<file path="src/hw/flash_status_pkg.sv">
/*
 * Constants, field positions and reset values for the flash status register bank.
 * Assumes one system clock; instruction decoding lives outside and delivers one-cycle events.
 */
// Contract
// - status bit 0 is high while an internal program or erase runs.
// - status bit 1 shows the write enable latch.
// - bits 2..5 hold the four-bit protection level, host read/write.
// - lock bit 7 set makes the protection level read-only.
// - busy and write enable latch are never loaded from status write data.
// - protection level, quad enable and lockdown persist as non-volatile values.
// - high byte bits 9..15 read as zero.
// - every defined status bit powers up as zero.
// - suspend flag bit 8 read-only, set by suspend, cleared by resume.
// - write enable latch clears on disable, program, erases and accepted status write.
// - protect pin low with lockdown set refuses status writes.
package flash_status_pkg;
	localparam int unsigned BUSY_POS      = 0;
	localparam int unsigned WEL_POS       = 1;
	localparam int unsigned PROT_LO_POS   = 2;
	localparam int unsigned PROT_W        = 4;
	localparam int unsigned QUAD_POS      = 6;
	localparam int unsigned LOCK_POS      = 7;
	localparam logic [7:0]  LOW_RESET     = 8'h00;
	localparam logic [7:0]  HIGH_RESET    = 8'h00;
	localparam logic [7:0]  NV_RESET      = 8'h00;
	localparam logic [7:0]  SUSPEND_OPC   = 8'h75;
	localparam logic [7:0]  RESUME_OPC    = 8'h7A;

	typedef logic [PROT_W-1:0] prot_level_t;
endpackage : flash_status_pkg

</file>
<file path="src/hw/nv_status_cell.sv">
/*
 * Non-volatile style holding cells for the writable status fields.
 * Assumes the load strobe is already qualified by lock and protect-pin checks.
 */
module nv_status_cell
	import flash_status_pkg::*;
(
	input  wire logic             sys_clk,
	input  wire logic             rstn,
	input  wire logic             nv_restore,
	input  wire logic [7:0]       nv_restore_val,
	input  wire logic             load_prot,
	input  wire logic             load_other,
	input  wire logic [7:0]       wr_val,
	output logic      [7:0]       nv_val
);
	logic [7:0] nv_ff;
	logic [7:0] nxt_nv;

	always_comb begin
		nxt_nv = nv_ff;
		if (nv_restore) begin
			nxt_nv = nv_restore_val;
		end else begin
			if (load_prot) begin
				nxt_nv[PROT_LO_POS +: PROT_W] = wr_val[PROT_LO_POS +: PROT_W];
			end
			if (load_other) begin
				nxt_nv[QUAD_POS] = wr_val[QUAD_POS];
				nxt_nv[LOCK_POS] = wr_val[LOCK_POS];
			end
		end
	end

	// reset models the erased (factory) state; real persistence is reloaded by nv_restore
	always_ff @(posedge sys_clk) begin
		if (!rstn) begin
			nv_ff <= NV_RESET;
		end else begin
			nv_ff <= nxt_nv;
		end
	end

	assign nv_val = nv_ff;
endmodule : nv_status_cell

</file>
<file path="src/hw/flash_status_bank.sv">
/*
 * Status register bank of a serial flash: busy, write enable, protection, quad, lockdown, suspend.
 * Assumes an external instruction decoder on sys_clk giving one-cycle event pulses,
 * and a protect pin coming asynchronously from the package.
 */
module flash_status_bank
	import flash_status_pkg::*;
(
	input  wire logic        sys_clk,
	input  wire logic        rstn,
	input  wire logic        wp_n_pin,
	input  wire logic        op_busy,
	input  wire logic        write_enable_instr,
	input  wire logic        write_disable_instr,
	input  wire logic        op_done_program,
	input  wire logic        op_done_erase,
	input  wire logic        opcode_valid,
	input  wire logic [7:0]  opcode,
	input  wire logic        status_write_instr,
	input  wire logic [7:0]  status_write_data,
	input  wire logic        nv_restore,
	input  wire logic [7:0]  nv_restore_val,
	output logic      [7:0]  status_low_byte,
	output logic      [7:0]  status_high_byte,
	output logic             status_write_refused,
	output logic             quad_io_enable,
	output prot_level_t      protect_level
);
	logic       wp_meta_ff;
	logic       wp_sync_ff;
	logic       busy_ff;
	logic       nxt_busy;
	logic       wel_ff;
	logic       nxt_wel;
	logic       sus_ff;
	logic       nxt_sus;
	logic       refused_ff;
	logic       nxt_refused;
	logic [7:0] nv_val;
	logic       wr_allowed;
	logic       load_prot;
	logic       load_other;

	// protect pin is asynchronous: two stages before use
	always_ff @(posedge sys_clk) begin
		if (!rstn) begin
			wp_meta_ff <= 1'b1;
			wp_sync_ff <= 1'b1;
		end else begin
			wp_meta_ff <= wp_n_pin;
			wp_sync_ff <= wp_meta_ff;
		end
	end

	assign wr_allowed = status_write_instr && !(!wp_sync_ff && nv_val[LOCK_POS]);
	assign load_prot  = wr_allowed && !nv_val[LOCK_POS];
	assign load_other = wr_allowed;

	nv_status_cell u_nv (
		.sys_clk        (sys_clk),
		.rstn           (rstn),
		.nv_restore     (nv_restore),
		.nv_restore_val (nv_restore_val),
		.load_prot      (load_prot),
		.load_other     (load_other),
		.wr_val         (status_write_data),
		.nv_val         (nv_val)
	);

	always_comb begin
		nxt_busy = op_busy;
		nxt_wel  = wel_ff;
		if (write_disable_instr || op_done_program || op_done_erase || wr_allowed) begin
			nxt_wel = 1'b0;
		end else if (write_enable_instr) begin
			nxt_wel = 1'b1;
		end
		nxt_sus = sus_ff;
		if (opcode_valid && opcode == RESUME_OPC) begin
			nxt_sus = 1'b0;
		end
		if (opcode_valid && opcode == SUSPEND_OPC) begin
			nxt_sus = 1'b1;
		end
		nxt_refused = status_write_instr && !wr_allowed;
	end

	always_ff @(posedge sys_clk) begin
		if (!rstn) begin
			busy_ff    <= 1'b0;
			wel_ff     <= 1'b0;
			sus_ff     <= 1'b0;
			refused_ff <= 1'b0;
		end else begin
			busy_ff    <= nxt_busy;
			wel_ff     <= nxt_wel;
			sus_ff     <= nxt_sus;
			refused_ff <= nxt_refused;
		end
	end

	always_comb begin
		status_low_byte           = nv_val;
		status_low_byte[BUSY_POS] = busy_ff;
		status_low_byte[WEL_POS]  = wel_ff;
	end

	assign status_high_byte     = {7'h00, sus_ff};
	assign status_write_refused = refused_ff;
	assign quad_io_enable       = nv_val[QUAD_POS];
	assign protect_level        = nv_val[PROT_LO_POS +: PROT_W];
endmodule : flash_status_bank

</file>
<file path="config.mk">
export PLATFORM = sky130hd
export DESIGN_NAME = flash_status_bank
export DESIGN_NICKNAME = d
export VERILOG_FILES = /design/src/hw/flash_status_pkg.sv /design/src/hw/nv_status_cell.sv /design/src/hw/flash_status_bank.sv
export SDC_FILE = /design/constraint.sdc
export NUM_CORES = 1
export LEC_CHECK = 0
export BUFFER_PORTS_ARGS = -buffer_cell sky130_fd_sc_hd__buf_2
export CAP_MARGIN = 20
export CORE_AREA = 3 3 44 46
export CTS_BUF_LIST = sky130_fd_sc_hd__clkbuf_8
export CTS_CLUSTER_SIZE = 12
export DETAILED_ROUTE_END_ITERATION = 12
export DIE_AREA = 0 0 47 49
export HOLD_SLACK_MARGIN = 0.03
export PLACE_DENSITY_LB_ADDON = 0.1
export SYNTH_ARGS = -nofsm -noshare
export SYNTH_HDL_FRONTEND = slang
export SYNTH_SLANG_ARGS = --single-unit
export TNS_END_PERCENT = 5
</file>
<file path="constraint.sdc">
create_clock -name sys_clk -period 2.9 [get_ports sys_clk]
set_input_delay 0.145 -clock sys_clk [delete_from_list [all_inputs] [get_ports sys_clk]]
set_output_delay 0.145 -clock sys_clk [all_outputs]
set_load 0.02 [all_outputs]
</file>
* Word level (Yosys, flattened, before mapping) *
Index checks and enable logic that the tools add are counted.
W data, S select, Z words.

word-level totals
  register bits after elaboration = 12
  latch bits = 0
  RAM bits = 0
  bits in read-only memories = 0
  input port bits = 35
  output and inout bits = 22
  logic and storage cells = 33
  memories kept = 0

operators by class
  $add $sub $neg = 0
  multiply operators = 0
  div/mod/pow operators = 0
  order comparisons = 0
  eq/ne operators = 2
  shift operators = 0
  mux-type cells = 5
  bitwise operators = 1
  reductions and logical operators = 17

operator list
  cell                  number
  $eq A8 B7 Y1 const B  2
  $logic_and A1 B1 Y1   6
  $mux W6               1
  $reduce_bool A2 Y1    3
  $logic_not A1 Y1      4
  $mux W4               1
  $logic_or A1 B1 Y1    3
  $mux W1               2
  $mux W2               1
  $reduce_or A2 Y1      1
  $not A1 Y1            1

* Logic depth before layout (Yosys ltp) *
  depth after elaboration = 7
  gate-level depth with buffers = 4
  gate-level depth less buffers = 3

* Modules after synthesis *
A second synthesis with hierarchy kept.

second synthesis, totals
  cells, all modules = 69
  area total of the unflattened synthesis = 724.4 µm²

by module, submodules not included
  module             instances  cells an instance  area each (µm²)  sequential area each (µm²)
  nv_status_cell     1          31                 365.4            160.2
  flash_status_bank  1          38                 359.1            120.1

* Least setup slack after synthesis *
Ideal clock, no wire load.

  path type = register -> register
  start point = register u_nv.nv_ff[7] (netlist: u_nv.nv_val[7])
  end point = register u_nv.nv_ff[6] (netlist: u_nv.nv_val[6])
  library setup time = 0.122 ns
  arrival = 1.046 ns
  data required time = 2.778 ns
  slack = 1.732 ns
  stages on the path, launching flop included = 4
  path buffers = 0
  period minus slack after synthesis = 1.168 ns
  cell sequence = dfxtp_1 -> nand2b_4 -> and3_4 -> o311a_1

on the way
  cells in the longest elaborated chain, start to end = 4

RTL lines
  element                       line                     text
  from (decl)                   nv_status_cell.sv:17     logic [7:0] nv_ff;
  from (signal assigned)        nv_status_cell.sv:40     nv_ff <= nxt_nv;
  $logic_and A1 B1 Y1           flash_status_bank.sv:55  assign wr_allowed = status_write_instr && !(!wp_sync_ff && nv_val[LOCK_POS]);
  $logic_not A1 Y1              flash_status_bank.sv:55
  $logic_and A1 B1 Y1           flash_status_bank.sv:55
  $reduce_bool A2 Y1 (no line)  n/a

No other way between the ends.
A chain may end at the register's enable or synchronous reset.

* Worst setup path after layout *
Same ends and word-level chain as after synthesis.

==> run summary <==
### Placed design
• HPWL after DPL: 1190 microns
• worst setup slack after placement: 1830 ps
• total of buffers placed on input and output ports: 45
• final weighted congestion in routability-driven placement: 0.668
• instance area after placement: 812 sq um

### Yosys
• number of unique standard cell types used by synthesis: 24
• most common cell in the netlist: buf_4
• share of the synthesized area in the top cell type: 0.358
• asr flop ratio synth: 0
• synthesized instance count: 72
• synthesized area: 672 sq um
• cell types occupying the most area after synthesis: dfxtp_1 36%, buf_4 19%, mux2_2 6.7%
• Syn. warnings: 0
• number of flops mapped to enable cells by yosys: 0
• flop and latch count out of synthesis: 12
• proportion of synthesized chip area in sequential cells: 0.358
• mean instance size in the synthesized netlist: 9.33 sq um
• cell type with the highest aggregate area in the netlist: dfxtp_1
• ranking of synthesized cells by instance count: 17 x buf_4, 12 x dfxtp_1, 6 x a21oi_1
• ys flop type: dfxtp_1

### Pwr
• net switching power: 0.000117 W
• switching portion of total power: 0.259
• areal power density over the cells: 522 nW/um^2
• cell internal power dissipation: 0.000335 W
• Max IR drop VDD: 0.278 mV
• part of the power in combinational logic: 0.205
• Design Power: 0.000453 W
• clock network power share: 0.397
• sequential fraction of design power: 0.398
• reported leakage power: 0.459 nW

### Global routing
• overall fraction of global-route tracks in use: 0.119
• maximum number of pins on one net before global-route repair: 12
• wire length of the first global-routing pass: 2030 microns
• vias in the first global route: 516
• initial antenna violation count: 0
• total global routing overflow: 0

### Worst setup path
• critical-path maximum fanout: 5
• worst path required time: 3030 ps
• launching element type of the critical path: flop
• capturing element type of the critical path: flop
• critical path start-end classification: reg -> reg
• arrival time at the worst endpoint: 1190 ps

### CTS
• count of hold buffers inserted by post-cts repair: 0
• clock-pin transition on the worst setup and hold timing paths: 50 ps
• CTS tree: built
• number of buffers added by the clock tree synthesis step: 3
• setup repair bufs after CTS: 0
• CTS Sinks: 12
• clock latency on the worst-skew pair: 240 ps
• root buffer cell: clkbuf_8
• maximum root-to-sink buffer count: 2
• htree depth: 1
• quantity of gates resized following cts: 0

### Route
• overall routed net length: 1390 microns
• wl on met1: 556 microns
• detailed-route wire length per cell: 11.1 microns
• post-detailed-route via-to-cell ratio: 4.74
• top layer used by detailed routing: met4
• final antenna-violating net count: 0
• first drt pass iteration count: 4
• wire length on met2: 678 microns
• number of violations reported at the end of detailed-routing iteration 0: 3
• Post-route DRC: 0
• detailed-route via count: 597
• sum of met3 wire segment lengths after detailed routing: 141 microns

### Cells and area
• count of filler cells inserted in the layout: 161
• count of inserted antenna diode cells: 0
• sequential cell area in the final layout: 240 sq um
• design area: 867 sq um
• layout overhead on the synthesized area: 29.1%
• fraction of layout instances using a drive strength above 1: 0.509
• area occupied by multi-input gates: 319 sq um
• Net count, final: 146

### Timing
• count of final hold-check violations: 0
• post-route setup TNS: 0 ps
• largest clock skew in the final design: 2.52 ps
• final cycle utilization of the critical path: 0.366
• final number of setup-violating endpoints: 0
• Period minus WS final: 1060 ps
• post-route worst setup slack: 1840 ps
• RSZ-0062 raised after global routing: false
• max-slew violation count: 0
• FMAX: 943 MHz

### Die
• die outline area: 2300 sq um
• Cell Rows: 14
• area inside the core boundary: 1540 sq um
• Die Ht: 49 microns
• IO Count: 57
• die width: 47 microns
• Initial Utilization: 0.436

### Min path
• worst hold path type: in -> reg

### Outcome
• status: completed

### Flow run
• max_cap viols: 0

==> cell usage in the layout, fill, tap and decap left out, drive strengths merged <==
| cell type | instances |
|---|---|
| a21boi | 2 |
| a21oi | 6 |
| a31oi | 2 |
| a41o | 1 |
| and2 | 1 |
| and3 | 1 |
| and4b | 1 |
| buf | 45 |
| clkbuf | 4 |
| conb | 7 |
| dfxtp | 12 |
| inv | 2 |
| mux2 | 4 |
| nand2 | 2 |
| nand2b | 4 |
| nor2 | 1 |
| nor3 | 4 |
| nor3b | 4 |
| nor4b | 1 |
| nor4bb | 2 |
| o21ai | 2 |
| o311a | 1 |
| or2b | 1 |
==> worst paths after layout <==
kind,start,endpoint,slack [ps],depth (start not counted)
min,wp_n_pin,wp_meta_ff,90,2
min reg2reg,wp_meta_ff,wp_sync_ff,410,1
max reg2reg,u_nv.nv_val[7],u_nv.nv_val[6],1840,3
max,u_nv.nv_val[7],u_nv.nv_val[6],1840,3
==> power groups by stage <==
stage	Sequential [W]	Clock [W]	Combinational [W]
detailed placement	0.000184	0	0.0000931
global route	0.000182	0.000190	0.000101
global placement	0.000183	0	0.0000919
finish	0.000180	0.000180	0.0000926
CTS	0.000181	0.000184	0.0000933
floorplan	0.000192	0	0.0000641
==> metrics by stage <==
stage	hold WS [ps]	utilization	cells
2_1_floorplan	234	-	78
3_5_place_dp	334	0.527	122
4_1_cts	88.5	0.563	126
6_report	91.8	0.563	126
3_3_place_gp	332	0.527	122
5_1_grt	109	0.563	126
==> critical path, stage by stage, from the launching register on <==
cell	delay, ps
dfxtp_1	390
nand2b_4	80
and3_4	170
o311a_1	310
==> layer usage <==
layer  vias to the layer above  global-route usage
li1                        307                   -
met1                       257               0.134
met2                        31               0.197
met3                         2              0.0332
met4                         0              0.0553
met5                         -                   0
==> sequential cells by signal, summed over array words and instances (netlist names) <==
name                  cells
busy_ff                   1
status_write_refused      1
sus_ff                    1
u_nv.nv_val               6
wel_ff                    1
wp_meta_ff                1
wp_sync_ff                1
==> final cells by class <==
class | instances | share of cell area
multi-input cells | 47 | 0.368
flip-flops and latches | 12 | 0.277
repair buffers | 45 | 0.260
clock buffers | 4 | 0.0635
well taps | 16 | 0.0231
inverters | 2 | 0.00866
==> logic make-up (layout without fill, tap and decap cells) <==
logic type / count (synthesis) / in the layout / share of synthesized area
buffers and inverters: 19 / 51 / 0.201
multiplexers: 4 / 4 / 0.0670
flip-flops: 12 / 12 / 0.358
other: 1 / 7 / 0.00558
AND/OR/NAND/NOR: 22 / 22 / 0.238
AO/OA/AOI/OAI: 14 / 14 / 0.130
Power figures use the tool's default switching activity.
